==> src/shared/fns_pkg.sv <==
// Function
// user store holds between 0.6 and 3.3 kbit; this build holds 412 bytes
// the store is driven by serial-flash style opcodes, address and data bytes
// read and program are accepted from the JTAG, slave SPI or fabric port
// read takes a start address then streams the whole store in order
// the store stays readable and writable in every lock state
// a key-locked device returns to unlocked when the matching key is given
// permanent lock can never be left by any key or command
// once one-time-programmable is set, configuration erase and program are refused
// lock state, key and one-time-programmable flag survive every reset
package fns_pkg;
    localparam int          TAG_BYTES     = 412;    // 3.3 kbit variant
    localparam int          ADDR_W        = 9;
    localparam logic [8:0]  TAG_LAST      = 9'h19B;
    localparam int          BYTE_W        = 8;
    localparam int          FIFO_DEPTH    = 32;
    localparam int          KEY_W         = 16;
    localparam logic [7:0]  IDLE_BYTE     = 8'hFF;  // erased flash and idle fill
    // opcodes
    localparam logic [7:0]  OP_READ       = 8'h03;
    localparam logic [7:0]  OP_PROG       = 8'h02;
    localparam logic [7:0]  OP_STATUS     = 8'h05;
    localparam logic [7:0]  OP_KEY_LOCK   = 8'h4B;
    localparam logic [7:0]  OP_UNLOCK     = 8'h55;
    localparam logic [7:0]  OP_PERM_LOCK  = 8'h50;
    localparam logic [7:0]  OP_OTP_SET    = 8'h4F;
    localparam logic [7:0]  OP_CFG_ERASE  = 8'hC7;
    localparam logic [7:0]  OP_CFG_PROG   = 8'hC2;
    // status byte layout
    localparam int          STS_SEC_LSB   = 0;
    localparam int          STS_OTP_BIT   = 2;

    typedef enum logic [1:0] {
        SEC_OPEN  = 2'b00,
        SEC_KEYED = 2'b01,
        SEC_PERM  = 2'b10
    } fns_sec_t;

    typedef enum logic [2:0] {
        ST_CMD  = 3'b000,
        ST_ARG  = 3'b001,
        ST_READ = 3'b010,
        ST_PROG = 3'b011,
        ST_STAT = 3'b100,
        ST_HOLD = 3'b101
    } fns_state_t;

    typedef enum logic [1:0] {
        SRC_NONE = 2'b00,
        SRC_JTAG = 2'b01,
        SRC_SPI  = 2'b10,
        SRC_FAB  = 2'b11
    } fns_src_t;
endpackage

==> src/logic/fns_fifo.sv <==
`timescale 1ns/1ps
module fns_fifo #(
    parameter int WIDTH = 8,
    parameter int DEPTH = 32
) (
    input  wire logic             clk,
    input  wire logic             sys_rst,
    input  wire logic             flush,
    input  wire logic             inValid,
    output logic                  inReady,
    input  wire logic [WIDTH-1:0] inData,
    output logic                  outValid,
    input  wire logic             outReady,
    output logic      [WIDTH-1:0] outData
);
    localparam int PW = $clog2(DEPTH);

    logic [WIDTH-1:0] store [0:DEPTH-1];
    logic [PW:0]      wrPtr_r;
    logic [PW:0]      rdPtr_r;
    logic             doWr;
    logic             doRd;

    // extra pointer bit tells full from empty
    assign inReady  = (wrPtr_r[PW] == rdPtr_r[PW]) || (wrPtr_r[PW-1:0] != rdPtr_r[PW-1:0]);
    assign outValid = wrPtr_r != rdPtr_r;
    assign doWr     = inValid && inReady && !flush;
    assign doRd     = outValid && outReady && !flush;
    assign outData  = store[rdPtr_r[PW-1:0]];

    // pointers; flush drops whatever a finished frame left behind
    always_ff @(posedge clk) begin
        if (sys_rst || flush) begin
            wrPtr_r <= '0;
            rdPtr_r <= '0;
        end else begin
            if (doWr) wrPtr_r <= wrPtr_r + 1'b1;
            if (doRd) rdPtr_r <= rdPtr_r + 1'b1;
        end
    end

    always_ff @(posedge clk) begin
        if (doWr) store[wrPtr_r[PW-1:0]] <= inData;
    end
endmodule

==> src/logic/fns_note_store.sv <==
`timescale 1ns/1ps
module fns_note_store
    import fns_pkg::*;
(
    input  wire logic       clk,
    input  wire logic       sys_rst,
    input  wire logic       jtagFrame,
    input  wire logic       jtagRxValid,
    input  wire logic [7:0] jtagRxData,
    output logic            jtagTxValid,
    input  wire logic       jtagTxReady,
    output logic      [7:0] jtagTxData,
    input  wire logic       spiSck,
    input  wire logic       spiCsN,
    input  wire logic       spiMosi,
    output logic            spiMiso,
    output logic            spiMisoOe,
    input  wire logic       fabFrame,
    input  wire logic       fabRxValid,
    input  wire logic [7:0] fabRxData,
    output logic            fabTxValid,
    input  wire logic       fabTxReady,
    output logic      [7:0] fabTxData,
    output logic      [1:0] lockState,
    output logic            otpSet,
    output logic            cfgReadAllow,
    output logic            cfgEraseStb,
    output logic            cfgProgStb,
    output logic            cfgRefusedStb,
    output logic            busy
);
    ////////////////////////////////////////////////////////////////////////////////
    // slave spi pins: two flops each before use, mode 0, msb first
    logic       sckS1_r, sckS2_r, sckD_r, csS1_r, csS2_r, mosiS1_r, mosiS2_r;
    logic [2:0] bitCnt_r;
    logic [7:0] rxShift_r, txShift_r;
    logic       spiRxStb_r;
    logic       sckRise, sckFall, spiFrame, spiLoad;

    assign sckRise  = sckS2_r && !sckD_r;
    assign sckFall  = !sckS2_r && sckD_r;
    assign spiFrame = !csS2_r;
    assign spiLoad  = sckFall && (bitCnt_r == 3'h0);

    always_ff @(posedge clk) begin
        sckS1_r  <= spiSck;
        sckS2_r  <= sckS1_r;
        csS1_r   <= spiCsN;
        csS2_r   <= csS1_r;
        mosiS1_r <= spiMosi;
        mosiS2_r <= mosiS1_r;
    end

    logic       fifoOutValid, fifoOutReady, fifoInReady, pushValid;
    logic [7:0] fifoOutData, pushData;
    fns_src_t   srcSel_r;

    // shift in on rising sck, present next bit on falling sck
    always_ff @(posedge clk) begin
        if (sys_rst || !spiFrame) begin
            sckD_r     <= 1'b0;
            bitCnt_r   <= 3'h0;
            rxShift_r  <= 8'h00;
            txShift_r  <= IDLE_BYTE;
            spiRxStb_r <= 1'b0;
        end else begin
            sckD_r     <= sckS2_r;
            spiRxStb_r <= sckRise && (bitCnt_r == 3'h7);
            if (sckRise) begin
                rxShift_r <= {rxShift_r[6:0], mosiS2_r};
                bitCnt_r  <= bitCnt_r + 3'h1;
            end
            if (spiLoad) begin
                txShift_r <= (srcSel_r == SRC_SPI && fifoOutValid) ? fifoOutData : IDLE_BYTE;
            end else if (sckFall) begin
                txShift_r <= {txShift_r[6:0], 1'b1};
            end
        end
    end

    assign spiMiso   = txShift_r[7];
    assign spiMisoOe = spiFrame && (srcSel_r == SRC_SPI);

    ////////////////////////////////////////////////////////////////////////////////
    // source selection: one port owns the store for a whole frame
    logic       frameOn, rxStb;
    logic [7:0] rxByte;

    assign frameOn = (srcSel_r == SRC_JTAG && jtagFrame) || (srcSel_r == SRC_SPI && spiFrame)
                   || (srcSel_r == SRC_FAB && fabFrame);
    assign rxStb   = (srcSel_r == SRC_JTAG && jtagFrame && jtagRxValid)
                   || (srcSel_r == SRC_SPI && spiFrame && spiRxStb_r)
                   || (srcSel_r == SRC_FAB && fabFrame && fabRxValid);
    assign rxByte  = (srcSel_r == SRC_JTAG) ? jtagRxData :
                     (srcSel_r == SRC_SPI)  ? rxShift_r  : fabRxData;
    assign fifoOutReady = (srcSel_r == SRC_JTAG && jtagTxReady)
                        || (srcSel_r == SRC_SPI && spiLoad)
                        || (srcSel_r == SRC_FAB && fabTxReady);
    assign jtagTxValid  = (srcSel_r == SRC_JTAG) && fifoOutValid;
    assign fabTxValid   = (srcSel_r == SRC_FAB) && fifoOutValid;
    assign jtagTxData   = fifoOutData;
    assign fabTxData    = fifoOutData;
    assign busy         = srcSel_r != SRC_NONE;

    // fixed priority jtag, spi, fabric; a losing port waits until the owner's frame ends
    always_ff @(posedge clk) begin
        if (sys_rst) begin
            srcSel_r <= SRC_NONE;
        end else if (srcSel_r == SRC_NONE) begin
            if (jtagFrame)     srcSel_r <= SRC_JTAG;
            else if (spiFrame) srcSel_r <= SRC_SPI;
            else if (fabFrame) srcSel_r <= SRC_FAB;
        end else if (!frameOn) begin
            srcSel_r <= SRC_NONE;
        end
    end

    fns_fifo #(
        .WIDTH (BYTE_W),
        .DEPTH (FIFO_DEPTH)
    ) u_fifo (
        .clk      (clk),
        .sys_rst  (sys_rst),
        .flush    (!frameOn),
        .inValid  (pushValid),
        .inReady  (fifoInReady),
        .inData   (pushData),
        .outValid (fifoOutValid),
        .outReady (fifoOutReady),
        .outData  (fifoOutData)
    );

    ////////////////////////////////////////////////////////////////////////////////
    // store and security state: no reset, they model flash cells
    // power-up values sit in the declarations so the clocked writer stays the only driver
    logic [7:0]       nvMem [0:TAG_BYTES-1] = '{default: IDLE_BYTE};
    fns_sec_t         secState_r = SEC_OPEN;
    fns_sec_t         secState_nxt;
    logic [KEY_W-1:0] key_r = 16'h0000;
    logic [KEY_W-1:0] key_nxt;
    logic             otp_r = 1'b0;
    logic             otp_nxt;

    ////////////////////////////////////////////////////////////////////////////////
    // command engine
    fns_state_t       state_r, state_nxt;
    logic [7:0]       cmd_r, cmd_nxt, arg_r, arg_nxt;
    logic             argCnt_r, argCnt_nxt;
    logic [ADDR_W-1:0] addr_r, addr_nxt, addrInc;
    logic [KEY_W-1:0] fullArg;
    logic             memWe, hasArgs, cfgOp, eraseNxt, progNxt, refuseNxt;
    logic [7:0]       statusByte;

    assign fullArg    = {arg_r, rxByte};
    assign addrInc    = (addr_r == TAG_LAST) ? 9'h000 : addr_r + 9'h001;
    assign hasArgs    = rxByte == OP_READ || rxByte == OP_PROG
                     || rxByte == OP_KEY_LOCK || rxByte == OP_UNLOCK;
    assign cfgOp      = rxStb && state_r == ST_CMD
                     && (rxByte == OP_CFG_ERASE || rxByte == OP_CFG_PROG);
    assign eraseNxt   = cfgOp && !otp_r && rxByte == OP_CFG_ERASE;
    assign progNxt    = cfgOp && !otp_r && rxByte == OP_CFG_PROG;
    assign refuseNxt  = cfgOp && otp_r;
    assign statusByte = {5'h00, otp_r, secState_r};
    assign pushValid  = frameOn && (state_r == ST_READ || state_r == ST_STAT);
    assign pushData   = (state_r == ST_STAT) ? statusByte : nvMem[addr_r];

    // lock state never gates the store or the config strobes, only cfgReadAllow
    always_comb begin
        state_nxt    = state_r;
        cmd_nxt      = cmd_r;
        arg_nxt      = arg_r;
        argCnt_nxt   = argCnt_r;
        addr_nxt     = addr_r;
        secState_nxt = secState_r;
        key_nxt      = key_r;
        otp_nxt      = otp_r;
        memWe        = 1'b0;
        unique case (state_r)
            ST_CMD: if (rxStb) begin
                cmd_nxt    = rxByte;
                argCnt_nxt = 1'b0;
                state_nxt  = hasArgs ? ST_ARG : ST_HOLD;
                if (rxByte == OP_STATUS) state_nxt = ST_STAT;
                if (rxByte == OP_PERM_LOCK) secState_nxt = SEC_PERM;
                if (rxByte == OP_OTP_SET) otp_nxt = 1'b1;
            end
            ST_ARG: if (rxStb) begin
                arg_nxt    = rxByte;
                argCnt_nxt = 1'b1;
                if (argCnt_r) begin
                    state_nxt = ST_HOLD;
                    addr_nxt  = (fullArg[8:0] > TAG_LAST) ? 9'h000 : fullArg[8:0];
                    if (cmd_r == OP_READ) state_nxt = ST_READ;
                    if (cmd_r == OP_PROG) state_nxt = ST_PROG;
                    if (cmd_r == OP_KEY_LOCK && secState_r == SEC_OPEN) begin
                        secState_nxt = SEC_KEYED;
                        key_nxt      = fullArg;
                    end
                    if (cmd_r == OP_UNLOCK && secState_r == SEC_KEYED && fullArg == key_r)
                        secState_nxt = SEC_OPEN;
                end
            end
            ST_READ: if (fifoInReady) addr_nxt = addrInc;
            ST_PROG: if (rxStb) begin
                memWe    = 1'b1;
                addr_nxt = addrInc;
            end
            ST_STAT: ;
            ST_HOLD: ;
            default: state_nxt = ST_CMD;
        endcase
    end

    // frame end drops the engine back to command wait
    always_ff @(posedge clk) begin
        if (sys_rst || !frameOn) begin
            state_r  <= ST_CMD;
            cmd_r    <= 8'h00;
            arg_r    <= 8'h00;
            argCnt_r <= 1'b0;
            addr_r   <= 9'h000;
        end else begin
            state_r  <= state_nxt;
            cmd_r    <= cmd_nxt;
            arg_r    <= arg_nxt;
            argCnt_r <= argCnt_nxt;
            addr_r   <= addr_nxt;
        end
    end

    // flash-backed state ignores sys_rst on purpose
    always_ff @(posedge clk) begin
        if (!sys_rst && frameOn) begin
            secState_r <= secState_nxt;
            key_r      <= key_nxt;
            otp_r      <= otp_nxt;
            if (memWe) nvMem[addr_r] <= rxByte;
        end
    end

    always_ff @(posedge clk) begin
        if (sys_rst) begin
            cfgEraseStb   <= 1'b0;
            cfgProgStb    <= 1'b0;
            cfgRefusedStb <= 1'b0;
        end else begin
            cfgEraseStb   <= eraseNxt;
            cfgProgStb    <= progNxt;
            cfgRefusedStb <= refuseNxt;
        end
    end

    assign lockState    = secState_r;
    assign otpSet       = otp_r;
    assign cfgReadAllow = secState_r == SEC_OPEN;
endmodule

==> config.mk <==
export PLATFORM = sky130hd
export DESIGN_NAME = fns_note_store
export DESIGN_NICKNAME = d
export VERILOG_FILES = /design/src/shared/fns_pkg.sv /design/src/logic/fns_fifo.sv /design/src/logic/fns_note_store.sv
export SDC_FILE = /design/constraint.sdc
export NUM_CORES = 2
export LEC_CHECK = 0
export BUFFER_PORTS_ARGS = -buffer_cell sky130_fd_sc_hd__buf_2
export CAP_MARGIN = 10
export CORE_ASPECT_RATIO = 1.4
export CORE_MARGIN = 2
export CORE_UTILIZATION = 30
export CTS_CLUSTER_SIZE = 12
export DETAILED_ROUTE_END_ITERATION = 16
export MAX_ROUTING_LAYER = met4
export PLACE_DENSITY = 0.52
export SLEW_MARGIN = 30
export SYNTH_ARGS = -nofsm -noshare
export SYNTH_HDL_FRONTEND = slang
export SYNTH_SLANG_ARGS = --single-unit
==> constraint.sdc <==
create_clock -name clk -period 24.2 [get_ports clk]
set_clock_uncertainty 0.15 [all_clocks]
set_input_delay 4.84 -clock clk [delete_from_list [all_inputs] [get_ports clk]]
set_output_delay 4.84 -clock clk [all_outputs]
set_load 0.005 [all_outputs]
==> metrics.md <==
| Metric | Value |
|---|---|
| I/O pin cnt | `55` |
| Internal | `9920 uW` |
| Buf/Inv on CP | `2` |
| Crit path arrival time | `3.91 ns` |
| Post-cts gate resize count | `0` |
| CP Cell Sequence | `buf_4 -> mux4_2 -> mux4_2 -> mux2_2 -> buf_2` |
| Most frequent cells in the layout | `edfxtp_1 (3570), mux4_2 (806), nor2_1 (547)` |
| Clock network fraction of total power | `40.8%` |
| GP Congestion | `0.876` |
| FMAX | `112 MHz` |
| Leakage Power | `0.0466 uW` |
| Slew @ Worst Pin | `1.09 ns` |
| CORE AREA | `474000 sq um` |
| GR Overflow Total | `0` |
| Clock Latency Late Sink | `0.95 ns` |
| Longest Clk Path Bufs | `4` |
| TNS Setup | `0 ns` |
| Routed via count | `71200` |
| Post-synth ARST share | `0%` |
| Antenna violations before repair | `8` |
| Final wirelength | `422 mm` |
| Avg Cell Area, Syn | `20.4 sq um` |
| Crit path required time | `19.21 ns` |
| Die Y | `820 um` |
| Setup violators final | `0` |
| Worst Setup Start Kind | `flop` |
| Initial DRC Count | `8168` |
| CTS tree | `yes` |
| Share of cells above drive strength 1 | `21.2%` |
| Cell area after synthesis | `143000 sq um` |
| Synth top area share | `75.1%` |
| Max Cap Violations | `0` |
| Max-slew headroom | `27.0%` |
| Post-synth top area cell | `edfxtp_1` |
| Total Nets Final | `7172` |
| Power per Cell Area | `77.9 nW/um^2` |
| Buffers on Ports | `51` |
| Peak supply drop | `0.0558 mV` |
| Placed cell areas | `151000 sq um` |
| #FFs+latches synth | `3655` |
| Kind of critical path | `flop to primary output` |
| GRT Util Overall | `17.6%` |
| Sw frac | `20.8%` |
| Slowest-stage cell, CP | `dfxtp_2` |
| EDFF count, synth | `3570` |
| CP most frequent cell | `mux4_2` |
| Die Area | `481000 sq um` |
| # clock sinks | `3655` |
| Width of the die | `587 um` |
| Unrepaired setup endpoints after global routing | `no` |
| Final critical-path share of the clock period | `36.8%` |
| Yosys warns | `0` |
| Via density | `5.23` |
| H-tree Lvls | `5` |
| Antenna-violating nets left | `0` |
| Dpl hpwl | `263 mm` |
| Largest cells by area after synthesis | `edfxtp_1 (75%), mux4_2 (13%), mux2i_1 (2.7%)` |
| Slack of the worst reg-to-reg path | `16.60 ns` |
| Wire per inst | `31.0 um` |
| Seq/Total Area, Yosys | `76.3%` |
| Sw power | `2600 uW` |
| Global-route wire length before repair | `587 mm` |
| P&R area growth vs syn | `12.6%` |
| Cts hold-fix bufs | `0` |
| Post-Synthesis Cells | `6982` |
| Slew Limit Fails | `0` |
| Fillers | `44100` |
| Layout Utilization | `33.9%` |
| Starting Density | `30.1%` |
| Fin crit period | `8.90 ns` |
| Combinational Power Share | `2.7%` |
| Max incr delay on CP | `0.89 ns` |
| Hold Crit Class | `flop to flop` |
| Count of different cell masters after synthesis | `81` |
| Status | `completed` |
| CTS root buf | `clkbuf_16` |
| Fin. Hold Viols | `0` |
| Most common cell after layout, fill and taps aside | `edfxtp_1` |
| First-pass DRT Iterations | `6` |
| # rows | `299` |
| Largest net degree at the start of global routing | `145` |
| Dominant synthesized flop cell | `edfxtp_1` |
| Sequential power share | `56.5%` |
| Critical path's top delay family | `multiplexers` |
| Setup bufs post-CTS | `0` |
| Vias in the first global route | `73000` |
| DRC Markers | `0` |
| Worst Setup End Kind | `primary output` |
| Final Instance Area | `161000 sq um` |
| Clock transition at path regs | `0.06 ns` |
| Num CTS Buffers | `360` |
| Crit path max fanout | `34` |
==> cell families after synthesis <==
| kind of cell | Yosys count | synth area share [%] |
|---|---|---|
| flops | 3655 | 76.3 |
| mux | 1217 | 15.6 |
| simple gates | 964 | 2.91 |
| compound gates | 645 | 3.23 |
| buf+inv | 453 | 1.64 |
| xor+xnor | 34 | 0.209 |
| fa+ha+maj | 12 | 0.105 |
| other cells | 2 | 0.00526 |
==> power groups by stage <==
stage	clock, uW	sequential, uW	combinational (uW)
floorplan	0	7360	124
global placement	0	7200	348
detailed placement	0	7200	351
CTS	5210	7070	349
global route	5420	7070	361
finish	5110	7070	337
==> area by class of cell <==
class                      instances  area, sq um  area share, %
inverter                          18         90.1         0.0561
sequential                      3655       109000           67.8
antenna                            7         17.5         0.0109
clock inverter                    47          382          0.237
timing repair buffer             223         1790           1.12
multi-input combinational       2875        31800           19.8
tap                             6321         7910           4.92
clock buffer                     464         9730           6.06
==> flip-flops by register name (all words and copies together) (netlist names), 2 cells and up, named ones only <==
signal	cells
arg_r	8
u_fifo.wrPtr_r	6
u_fifo.rdPtr_r	6
rxShift_r	8
srcSel_r	2
lockState	2
key_r	16
u_fifo.store	256
cmd_r	8
bitCnt_r	3
nvMem	3296
state_r	3
addr_r	9
txShift_r	8
==> path summary, 6_finish.rpt <==
| check | start | end | cells after the start |
|---|---|---|---|
| worst max-delay path | flop | jtagTxData[5] | 5 |
| worst min-delay path | csS1_r | csS2_r | 0 |
| worst max register to register | flop | u_fifo.store[0][1] | 12 |
| worst min register to register | csS1_r | csS2_r | 0 |
==> stage by stage <==
stage / cells / power (uW) / setup WS [ns] / hold slack [ns]
after floorplan: 6983 / 7490 / 4.58 / 0.160
after global placement: 13100 / 7550 / 14.61 / 0.168
after detailed placement: 13100 / 7560 / 14.57 / 0.168
after CTS: 13600 / 12600 / 15.12 / 0.179
after global routing: 13600 / 12900 / 15.11 / 0.198
final: 13600 / 12500 / 15.30 / 0.177
==> routing by layer <==
layer,part of all wire (%),track usage [%]
met1,37,20.3
met2,52,30.9
met3,5.4,2.15
met4,4.9,7.48
met5,0,-
==> Yosys cell counts (all sizes together) (14+ instances only) <==
cell type	number
edfxtp	3570
mux4	806
nor2	552
mux2i	390
buf	226
clkbuf	209
nand2	184
o221ai	157
a21oi	148
o22ai	95
dfxtp	85
nor3	65
o21ai	44
nand3	25
a22oi	24
mux2	21
nor4	21
a211oi	20
a221oi	20
and2	19
xnor2	19
nor2b	17
inv	16
o31ai	15
xor2	15
a2111oi	14
Power figures use the tool's default switching activity.
